### config.mk
export PLATFORM = sky130hd
export DESIGN_NAME = scsp_core
export DESIGN_NICKNAME = d
export VERILOG_FILES = /design/src/design/scsp_pkg.sv /design/src/design/scsp_sync.sv /design/src/design/scsp_fifo.sv /design/src/design/scsp_core.sv
export SDC_FILE = /design/constraint.sdc
export NUM_CORES = 1
export LEC_CHECK = 0
export ABC_AREA = 1
export BUFFER_PORTS_ARGS = -buffer_cell sky130_fd_sc_hd__buf_2
export CAP_MARGIN = 20
export CORE_UTILIZATION = 56
export DETAILED_ROUTE_END_ITERATION = 10
export PLACE_DENSITY_LB_ADDON = 0.2
export SKIP_LAST_GASP = 1
export SLEW_MARGIN = 20
export SYNTH_ARGS = -nofsm -noshare
export SYNTH_HDL_FRONTEND = slang
export SYNTH_SLANG_ARGS = --single-unit
### constraint.sdc
create_clock -name ref_clk_i -period 2.5 [get_ports ref_clk_i]
set_clock_uncertainty 0.1 [all_clocks]
set_input_delay 0.125 -clock ref_clk_i [delete_from_list [all_inputs] [get_ports ref_clk_i]]
set_output_delay 0.125 -clock ref_clk_i [all_outputs]
set_load 0.1 [all_outputs]
### src/design/scsp_pkg.sv
// shared constants, sample carrier and fill states of the converter output pipeline
package scsp_pkg;
   // code widths of the two flash stages and of the output word
   localparam int unsigned COARSE_W   = 5;
   localparam int unsigned FINE_W     = 6;
   localparam int unsigned WORD_W     = 10;
   localparam int unsigned TAPS       = 32;
   localparam int unsigned SUM_W      = WORD_W + 1;
   localparam int unsigned FIFO_W     = WORD_W + 1;
   localparam int unsigned FIFO_DEPTH = 32;
   // pins passed through the input synchroniser
   localparam int unsigned PIN_W      = 1 + COARSE_W + FINE_W + 2;
   // clamp codes at either end of the range
   localparam logic [WORD_W-1:0] WORD_MAX = 10'h3ff;
   localparam logic [WORD_W-1:0] WORD_MIN = 10'h000;
   localparam logic [WORD_W-1:0] WORD_RST = 10'h000;
   localparam logic [TAPS-1:0]   TAP_ONE  = 32'h0000_0001;
   localparam logic [TAPS-1:0]   TAP_RST  = 32'h0000_0000;
   // position of the coarse code inside the sum: one coarse step is 32 fine steps
   localparam int unsigned COARSE_SHIFT = FINE_W - 1;
   // ref clock period; encode must stay at or below a quarter of this rate
   localparam int unsigned REF_PERIOD_NS = 100;

   // one converted result: word plus over-range flag
   typedef struct packed {
      logic              over;
      logic [WORD_W-1:0] word;
   } scsp_sample_s;

   // pipeline fill tracking after reset
   typedef enum logic [1:0] {
      ST_FILL0,
      ST_FILL1,
      ST_RUN
   } scsp_fill_e;
endpackage

### src/design/scsp_sync.sv
// two-flop synchroniser for a group of asynchronous pins
`timescale 1ns/1ns
module scsp_sync #(
   parameter int unsigned W = 1
) (
   input  wire logic         ref_clk_i,
   input  wire logic         rstn_i,
   input  wire logic         ce_i,
   input  wire logic [W-1:0] async_i,
   output logic      [W-1:0] sync_o
);
   logic [W-1:0] meta_q;
   logic [W-1:0] sync_q;

   // first stage is read only by the second stage
   always_ff @(posedge ref_clk_i) begin
      if (!rstn_i) begin
         meta_q <= '0;
         sync_q <= '0;
      end else if (ce_i) begin
         meta_q <= async_i;
         sync_q <= meta_q;
      end
   end

   assign sync_o = sync_q;
endmodule

### src/design/scsp_fifo.sv
// result fifo with valid/ready on both sides
`timescale 1ns/1ns
module scsp_fifo #(
   parameter int unsigned W     = 11,
   parameter int unsigned DEPTH = 32
) (
   input  wire logic         ref_clk_i,
   input  wire logic         rstn_i,
   input  wire logic         ce_i,
   input  wire logic         in_valid_i,
   output logic              in_ready_o,
   input  wire logic [W-1:0] in_data_i,
   output logic              out_valid_o,
   input  wire logic         out_ready_i,
   output logic      [W-1:0] out_data_o
);
   localparam int unsigned AW = $clog2(DEPTH);

   logic [W-1:0] mem_q [DEPTH];
   logic [AW:0]  wr_q;
   logic [AW:0]  rd_q;
   wire          full  = (wr_q[AW] != rd_q[AW]) && (wr_q[AW-1:0] == rd_q[AW-1:0]);
   wire          empty = (wr_q == rd_q);
   wire          push  = in_valid_i && !full;
   wire          pop   = out_ready_i && !empty;

   assign in_ready_o  = !full;
   assign out_valid_o = !empty;
   assign out_data_o  = mem_q[rd_q[AW-1:0]];

   // storage array, written only on an accepted push
   always_ff @(posedge ref_clk_i) begin
      if (ce_i && push) begin
         mem_q[wr_q[AW-1:0]] <= in_data_i;
      end
   end

   // pointers carry one wrap bit for honest full and empty
   always_ff @(posedge ref_clk_i) begin
      if (!rstn_i) begin
         wr_q <= '0;
         rd_q <= '0;
      end else if (ce_i) begin
         if (push) wr_q <= wr_q + 1'b1;
         if (pop)  rd_q <= rd_q + 1'b1;
      end
   end
endmodule

### src/design/scsp_core.sv
// two-step converter digital pipeline: coarse select, error-corrected decode, latched output
`timescale 1ns/1ns
//
// Contract
// - every rising encode edge holds the input and starts a new conversion.
// - a sample appears two and a half encode periods after its rising edge when the fifo is empty and ready is high.
// - the output word updates on the falling encode edge.
// - each result is one ten-bit parallel word, all bits updated together.
// - the coarse result selects exactly one of thirty-two residue taps.
// - five coarse bits join six fine bits; top fine bit corrects the coarse code.
// - over-range flag high when input lies beyond either end by one step.
// - output bit nine is most significant, bit zero least significant.
module scsp_core (
   input  wire logic                          ref_clk_i,
   input  wire logic                          rstn_i,
   input  wire logic                          ce_i,
   input  wire logic                          encode_i,
   input  wire logic [scsp_pkg::COARSE_W-1:0] coarse_i,
   input  wire logic [scsp_pkg::FINE_W-1:0]   fine_i,
   input  wire logic                          above_i,
   input  wire logic                          below_i,
   input  wire logic                          out_ready_i,
   output logic      [scsp_pkg::TAPS-1:0]     tap_sel_o,
   output logic      [scsp_pkg::WORD_W-1:0]   sample_o,
   output logic                               overrange_o,
   output logic                               sample_valid_o,
   output logic                               fifo_ready_o,
   output logic                               dropped_o
);
   localparam int unsigned CW = scsp_pkg::COARSE_W;
   localparam int unsigned FW = scsp_pkg::FINE_W;
   localparam int unsigned WW = scsp_pkg::WORD_W;
   localparam int unsigned SW = scsp_pkg::SUM_W;

   // encode, code and range pins pass two flops before any logic reads them; out_ready_i is read directly
   logic [scsp_pkg::PIN_W-1:0] pins_s;
   scsp_sync #(
      .W (scsp_pkg::PIN_W)
   ) u_sync (
      .ref_clk_i (ref_clk_i),
      .rstn_i    (rstn_i),
      .ce_i      (ce_i),
      .async_i   ({encode_i, coarse_i, fine_i, above_i, below_i}),
      .sync_o    (pins_s)
   );

   // unpack synchronised pins
   wire          enc_s    = pins_s[scsp_pkg::PIN_W-1];
   wire [CW-1:0] coarse_s = pins_s[FW+2 +: CW];
   wire [FW-1:0] fine_s   = pins_s[2 +: FW];
   wire          above_s  = pins_s[1];
   wire          below_s  = pins_s[0];

   logic                  enc_q;
   logic [CW-1:0]         coarse_q;
   logic                  above_q;
   logic                  below_q;
   logic [scsp_pkg::TAPS-1:0] tap_q;
   scsp_pkg::scsp_sample_s dec_q;
   scsp_pkg::scsp_sample_s out_q;
   scsp_pkg::scsp_fill_e   fill_q;
   scsp_pkg::scsp_fill_e   fill_d;
   logic                  valid_q;
   logic                  drop_q;

   // encode edge detection on the synchronised level
   wire enc_rise = enc_s && !enc_q;
   wire enc_fall = !enc_s && enc_q;

   // fine code adds to the shifted coarse code; its top bit carries into the coarse field
   wire [SW-1:0] sum = SW'({coarse_q, {scsp_pkg::COARSE_SHIFT{1'b0}}}) + SW'(fine_s);
   wire          sum_hi   = sum[SW-1] || above_q;
   wire [WW-1:0] word_d   = sum_hi  ? scsp_pkg::WORD_MAX :
                            below_q ? scsp_pkg::WORD_MIN : sum[WW-1:0];
   wire          over_d   = sum_hi || below_q;

   // fifo between decode and the output latch
   wire                    push = enc_rise && (fill_q == scsp_pkg::ST_RUN);
   wire                    pop  = enc_fall && out_ready_i;
   wire                    fifo_in_ready;
   wire                    fifo_out_valid;
   wire [scsp_pkg::FIFO_W-1:0] fifo_out;
   scsp_fifo #(
      .W     (scsp_pkg::FIFO_W),
      .DEPTH (scsp_pkg::FIFO_DEPTH)
   ) u_fifo (
      .ref_clk_i   (ref_clk_i),
      .rstn_i      (rstn_i),
      .ce_i        (ce_i),
      .in_valid_i  (push),
      .in_ready_o  (fifo_in_ready),
      .in_data_i   (dec_q),
      .out_valid_o (fifo_out_valid),
      .out_ready_i (pop),
      .out_data_o  (fifo_out)
   );

   // fill state: results are pushed only once two stages hold real samples
   always_comb begin
      fill_d = fill_q;
      case (fill_q)
         scsp_pkg::ST_FILL0: if (enc_rise) fill_d = scsp_pkg::ST_FILL1;
         scsp_pkg::ST_FILL1: if (enc_rise) fill_d = scsp_pkg::ST_RUN;
         scsp_pkg::ST_RUN:   fill_d = scsp_pkg::ST_RUN;
         default:            fill_d = scsp_pkg::ST_FILL0;
      endcase
   end

   // edge history and fill state
   always_ff @(posedge ref_clk_i) begin
      if (!rstn_i) begin
         enc_q  <= 1'b0;
         fill_q <= scsp_pkg::ST_FILL0;
      end else if (ce_i) begin
         enc_q  <= enc_s;
         fill_q <= fill_d;
      end
   end

   // rising edge: hold coarse result and drive one-hot tap, decode the previous sample
   always_ff @(posedge ref_clk_i) begin
      if (!rstn_i) begin
         coarse_q <= '0;
         above_q  <= 1'b0;
         below_q  <= 1'b0;
         tap_q    <= scsp_pkg::TAP_RST;
         dec_q    <= '0;
      end else if (ce_i && enc_rise) begin
         coarse_q <= coarse_s;
         above_q  <= above_s;
         below_q  <= below_s;
         tap_q    <= scsp_pkg::TAP_ONE << coarse_s;
         dec_q    <= '{over: over_d, word: word_d};
      end
   end

   // falling edge: whole word and flag latched together from the fifo head
   always_ff @(posedge ref_clk_i) begin
      if (!rstn_i) begin
         out_q   <= '{over: 1'b0, word: scsp_pkg::WORD_RST};
         valid_q <= 1'b0;
      end else if (ce_i && pop) begin
         if (fifo_out_valid) begin
            out_q <= fifo_out;
         end
         valid_q <= fifo_out_valid;
      end
   end

   // sticky flag: a result was lost because the fifo was full
   always_ff @(posedge ref_clk_i) begin
      if (!rstn_i) begin
         drop_q <= 1'b0;
      end else if (ce_i && push && !fifo_in_ready) begin
         drop_q <= 1'b1;
      end
   end

   assign tap_sel_o      = tap_q;
   assign sample_o       = out_q.word;
   assign overrange_o    = out_q.over;
   assign sample_valid_o = valid_q;
   assign fifo_ready_o   = fifo_in_ready;
   assign dropped_o      = drop_q;
endmodule

======== Yosys cells after proc, flatten, opt, wreduce, memory -nomap -nowiden ========
Memories as Yosys holds them, arrays and structs flattened. A register that Yosys moved wholly into a read port is not among the register bits.
Cells that the tools add are included.
word-level totals
  bits in registers ....................... 95
  bits in latches ......................... 0
  bits in writable memories ............... 352
  ROM bits ................................ 0
  bits of input ports ..................... 18
  output and inout bits ................... 46
  logic and storage cells ................. 58
  memories ................................ 1
memory list
  name          depth  bits a word  read ports  clocked after Yosys merged registers in  wr ports  line             source
  u_fifo.mem_q  32     11           1           1                                        1         scsp_fifo.sv:19  logic [W-1:0] mem_q [DEPTH];
operators by class
  add/subtract/negate cells ............... 3
  multiply operators ...................... 0
  div/mod/pow operators ................... 0
  magnitude comparators ................... 0
  equality and inequality tests ........... 7
  shifts and indexed selects .............. 1
  muxes and demuxes ....................... 7
  bitwise logic cells ..................... 1
  reductions and logical operators ........ 24
operator list
  kind                                              number
  left shift 1 x 5 -> 32 bit, first input constant  1
  two-way mux 10 bit                                2
  adder 6 x 1 -> 6 bit, second input constant       2
  logical AND 1 bit                                 12
  adder 10 x 6 -> 11 bit                            1
  == test 6 bit                                     1
  one-hot mux 2 bit (3 select lines)                1
  AND reduction 2 bit                               3
  == test 5 bit                                     1
  zero test 1 bit                                   5
  two-way mux 2 bit                                 2
  inequality test 2 bit, second input constant      2
  AND reduction 3 bit                               1
  == test 2 x 1 -> 1 bit, second input constant     1
  == test 2 bit, second input constant              1
  zero test 2 bit                                   1
  logical OR 1 bit                                  2
  two-way mux 1 bit                                 2
  inequality test 1 bit                             1
  NOT 1 bit                                         1

======== Logic depth before layout (Yosys ltp) ========
  depth after elaboration ................. 7
  mapped depth ............................ 12
  mapped depth without buffers ............ 10

======== By module ========
A second synthesis with hierarchy kept.
unflattened totals
  cells, all modules ...................... 1869
  area, all modules ....................... 19261.0 sq um
by module, submodules not included
  module     times used  cells each  area an instance (sq um)  sequential area each (sq um)
  scsp_fifo  1           1327        15412.3                   10910.5
  scsp_core  1           365         2678.8                    1321.3
  scsp_sync  1           177         1169.9                    560.5

======== Least setup slack after synthesis ========
No wires, ideal clock.
  path kind ............................... register to register
  from .................................... register u_fifo.rd_q[1]
  to ...................................... memory u_fifo.mem_q[13][0], enable pin
  library setup time ...................... 0.378 ns
  arrival time ............................ 1.889 ns
  data required time ...................... 2.022 ns
  path slack .............................. 0.133 ns
  cell stages (with the launch flop) ...... 11
  buffers on the path ..................... 2
  clock period less this slack ............ 2.367 ns
  path through ............................ dfxtp_1 -> buf_2 -> inv_2 -> nand2_1 -> a21oi_1 -> nand2_1 -> nor2_2 -> nand2_1 -> buf_6 -> nand3_2 -> nor2_1
on the way
  cells in the longest elaborated chain, start to end .. 7
RTL lines
  element                                  line             source
  start: declaration                       scsp_fifo.sv:21  logic [AW:0] rd_q;
  start signal: assignment                 scsp_fifo.sv:45  if (pop) rd_q <= rd_q + 1'b1;
  == test 5 bit                            scsp_fifo.sv:22  wire full = (wr_q[AW] != rd_q[AW]) && (wr_q[AW-1:0] == rd_q[AW-1:0]);
  logical AND 1 bit                        scsp_fifo.sv:22
  zero test 1 bit                          -
  named net fifo_ready_o                   scsp_core.sv:27  output logic fifo_ready_o,
  logical AND 1 bit                        scsp_fifo.sv:24  wire push = in_valid_i && !full;
  logical AND 1 bit                        scsp_fifo.sv:33  if (ce_i && push) begin
  two-way mux 1 bit                        scsp_fifo.sv:33
  two-way mux 1 bit (implied by the code)  scsp_fifo.sv:34  mem_q[wr_q[AW-1:0]] <= in_data_i;
  end: declaration                         scsp_fifo.sv:19
The timed path passes the listed nets, and every way through them passes these cells.

======== Worst setup path in the final report ========
  from .................................... register u_fifo.rd_q[0]
  to ...................................... memory u_fifo.mem_q[19][5], enable pin
on the way
  cells in the longest elaborated chain, start to end .. 7
RTL lines
  element                                  line
  == test 5 bit                            scsp_fifo.sv:22
  logical AND 1 bit                        scsp_fifo.sv:22
  zero test 1 bit                          scsp_fifo.sv:24
  logical AND 1 bit                        scsp_fifo.sv:24
  logical AND 1 bit                        scsp_fifo.sv:33
  two-way mux 1 bit                        scsp_fifo.sv:33
  two-way mux 1 bit (implied by the code)  scsp_fifo.sv:34
No other way between the ends.

==> flow_results.org <==
** Floorplan
- Number of placement rows :: 67
- Measured along the x axis, the die boundary spans 187 um.
- Core region area :: 33,500 um^2
- The die covers 34,800 um^2.
- Ports placed on the boundary :: 64
- Once the floorplan was initialized, standard cells occupied 56.9% of the core.
- Die Height :: 187 um

** Yosys
- The largest total area in the synthesized netlist belongs to edfxtp_1.
- Counting flops and latches in the post-synthesis netlist gives 458.
- Yosys printed 0 warnings.
- The cell area that synthesis handed to floorplanning was 19,100 um^2.
- Unique cell type count in the Yosys netlist :: 33
- Count of mapped cells out of synthesis :: 1,930
- When the netlist entered floorplanning its net count stood at 1,958.
- Share of the synthesized area in the top cell type :: 55.4%
- Averaged over all synthesized cells, the footprint is 9.89 um^2.
- Of the synthesized area, sequential elements account for 66.5%.
- Synth area leaders :: edfxtp_1, nand2_1, dfxtp_1, nand3_1, inv_1

** Pwr
- Net switching is 19.9% of the power.
- Switching power summed over all nets :: 3.07 mW
- In this run the static leakage power is 8.70 nW.
- Power Dens Cells :: 709 nW/um^2
- The share of total power dissipated in combinational logic is 2.3%.
- Proportion of power drawn by flip-flops and latches :: 53.7%
- Per report_power, the clock group accounts for 44.0% of the total.
- Peak supply drop :: 632 uV
- Internal Power :: 12.3 mW

** Critical path
- The startpoint identified for the worst register-to-register timing path is u_fifo.rd_q[0]$_SDFFE_PN0P_.
- In this run the worst path has a maximum fanout of 11.
- Kind of cell adding the most delay to the critical path :: simple AND/OR/NAND/NOR gates
- The worst setup path is of the reg -> reg kind.
- Cell Chain, Critical Path :: inv_4 > nand2_1 > nand2_1 > a21oi_1 > nand2_1 > nor2_2 > nand2_1 > buf_4 > nand3_2 > nor2_1
- In this run the critical register-to-register path is captured at u_fifo.mem_q[19][5]$_DFFE_PP_.
- The most numerous cell type found on the critical path is nand2_1.
- Max incr delay on CP :: 0.79 ns
- For this design, the slowest cell found on the critical path is nor2_1.
- Logic depth of the worst path, buffers included :: 10
- Crit. End Element :: flip-flop
- Sort of element at the start of the critical path :: flip-flop
- At the worst endpoint, the required time is 2.58 ns.
- Across all register-to-register paths, the minimum setup slack is -0.07 ns.
- For the worst flop-to-flop path, the logic depth is 10.
- Arrival time at the worst endpoint :: 2.65 ns
- WP buf/inv :: 2

** Timing
- Tmin final :: 2.57 ns
- After layout, the worst path uses 103% of the clock period.
- Setup violations remaining at the end of the flow were counted as 11.
- Final hold slack :: 0.0340 ns
- Worst Setup Slack, final :: -0.0712 ns
- Transition time at the pin with the least slew margin :: 0.931 ns
- Setup repair after global routing missed its margin :: yes
- Final hold vios :: 0
- Static timing analysis puts the maximum clock frequency at 0.389 GHz.
- Headroom to the max-slew limit came out at 37.7%.
- The final-report max-slew violation count is 0.

** Placement
- DP Worst Slack :: -0.0841 ns
- # port buffers :: 63
- At the end of routability-driven placement, the weighted congestion stood at 0.885.
- Summed over all nets, the half-perimeter wirelength after detailed placement is 28,000 um.

** Finish
- Area grow syn2layout :: 13.9%
- The library cells used most frequently in the layout, excluding fill and tap cells, are nand2_1, edfxtp_1, nand3_1.
- Fraction of final layout cells with drive strength greater than 1 :: 11.0%
- Most common cell after layout, fill and taps aside :: nand2_1
- The net count of the finished layout is 2,039.
- Number of filler instances in the final layout :: 2,647
- Diode count :: 0

** Clock tree
- The clock drives 458 sinks.
- Clock edge transition at the registers on the reported setup and hold paths :: 0.06 ns
- Total CTS buffers :: 46
- Largest buffer count on any clock path :: 3
- Clock tree root driver cell :: clkbuf_16
- Clock latency on the worst-skew pair, taken at its later pin, is 0.56 ns.
- TritonCTS built the clock tree.
- The H-tree was split into 2 levels.

** Job
- Maximum Capacitance Violations :: 0

** Route
- Routed len/inst :: 18.4 um
- DRT antenna net count :: 0
- The first detailed-routing pass took 5 iterations.
- Across all layers, the routed design uses 13,627 vias.
- DRC violations left :: 0
- First DRT Iteration DRCs :: 1,404
- Wires add up to 45,900 um.
- Avg Vias per Cell :: 5.47

** Status
- Violated checks :: setup timing
- Result of the run :: finished, violations left

** Hold path
- Counting instances, the worst hold path has a depth of 4.
- In this run the worst hold path is classified as in -> reg.
- The path with the worst hold slack has its endpoint at coarse_q[3]$_SDFFE_PN0P_.
- Source of the worst hold timing path :: rstn_i

** GRT
- The number of global-route vias before repair came to 13,079.
- Antenna violations before repair :: 0
- The first global-routing pass estimated 71,400 um of wire.
- Entering global routing, the biggest net connects 170 pins.
- Summed over all layers, the global routing overflow is 0.
- Global routing used 26.3% of the available tracks.
[worst max path at each step]
| stage | from | to | slack, ns |
|---|---|---|---|
| after floorplan | u_fifo.rd_q[1]$_SDFFE_PN0P_ | u_fifo.mem_q[13][0]$_DFFE_PP_ | 0.13 |
| after global placement | u_fifo.rd_q[0]$_SDFFE_PN0P_ | u_fifo.mem_q[16][1]$_DFFE_PP_ | 0.04 |
| after detailed placement | u_fifo.rd_q[0]$_SDFFE_PN0P_ | u_fifo.mem_q[16][0]$_DFFE_PP_ | -0.08 |
| after CTS | u_fifo.rd_q[0]$_SDFFE_PN0P_ | u_fifo.mem_q[27][3]$_DFFE_PP_ | -0.02 |
| after global routing | u_fifo.wr_q[0]$_SDFFE_PN0P_ | u_fifo.mem_q[19][5]$_DFFE_PP_ | -0.25 |
| final | u_fifo.rd_q[0]$_SDFFE_PN0P_ | u_fifo.mem_q[19][5]$_DFFE_PP_ | -0.07 |
[power groups by stage]
stage	logic, mW	clock network [mW]	registers [mW]
2_1_floorplan	0.145	0	8.45
3_3_place_gp	0.315	0	8.43
3_5_place_dp	0.321	0	8.43
4_1_cts	0.354	6.85	8.27
5_1_grt	0.391	7.15	8.27
6_report	0.357	6.78	8.27
[through the flow]
step                setup TNS, ns  instances  power [mW]  area, um^2  util (%)
finish                     -0.760       2493        15.4       21700      64.8
global route                -2.69       2493        15.8       21700      64.8
CTS                        -0.529       2493        15.5       21700      64.7
detailed placement          -2.08       2388        8.75       19900      59.5
global placement                0       2388        8.74       19900      59.5
floorplan                       0       1930        8.60       19100         -
[Yosys cell counts]
master    count
ha_1         10
nor4_4        1
clkbuf_2      1
edfxtp_1    352
nor2_2        4
a21oi_1      99
nand2_1     577
and3_1        1
o211ai_1      7
clkinv_1      1
o31ai_1       2
o221ai_1      1
inv_1       182
buf_1         9
o21ai_0      58
nor3_1        3
dfxtp_1     106
a211oi_1      1
a22oi_1       4
clkbuf_1     40
nand3_2       3
xor2_1       11
nor2_1      160
buf_4         9
nand2_2       1
buf_2        45
nor4_1        2
xnor2_1       1
inv_2         4
nand3_1     230
buf_6         3
inv_4         1
nand4_1       1
[per-layer routing]
layer	up-vias	GRT usage (%)	routed length, um
met5	-	0	0
met3	82	3.87	3210
met4	0	8.67	1220
met2	535	42.7	21900
met1	6490	36.7	19500
li1	6520	-	-
[final cells by class]
cell class	count	area [um^2]	share of cell area, %
clock buffers	69	1340	6.18
clock inverters	13	141	0.650
inverters	188	708	3.26
multi-input cells	1177	5240	24.1
flip-flops and latches	458	12700	58.4
well taps	448	561	2.58
repair buffers	140	1050	4.82
[timing repair]
item	in CTS	in global routing
setup endpoints to repair	99	221
gates resized for setup	9	20
hold buffers	23	0
buffers inserted	0	0
hold endpoints to repair	17	0
[flip-flops by register name (all words and copies together) (netlist names)]
signal,cells
u_sync.sync_o,14
dec_q,11
dropped_o,1
tap_sel_o,32
coarse_q,5
overrange_o,1
u_fifo.wr_q,6
sample_o,10
below_q,1
u_fifo.rd_q,6
sample_valid_o,1
u_sync.meta_q,14
enc_q,1
fill_q,2
u_fifo.mem_q,352
above_q,1
[worst register-to-register path: stages (launching register included)]
cell and delay (ns):
dfxtp_4 0.36, inv_4 0.06, nand2_1 0.04, nand2_1 0.08
a21oi_1 0.06, nand2_1 0.09, nor2_2 0.04, nand2_1 0.21
buf_4 0.17, nand3_2 0.21, nor2_1 0.79
[cell families after synthesis]
kind of cell	Yosys count	share of synthesized area [%]
buf+inv	295	6.41
compound gates	172	4.71
xor+xnor	12	0.551
fa+ha+maj	10	0.656
flops	458	66.5
simple gates	983	21.2
No activity file was read; power rests on OpenSTA's default activity.
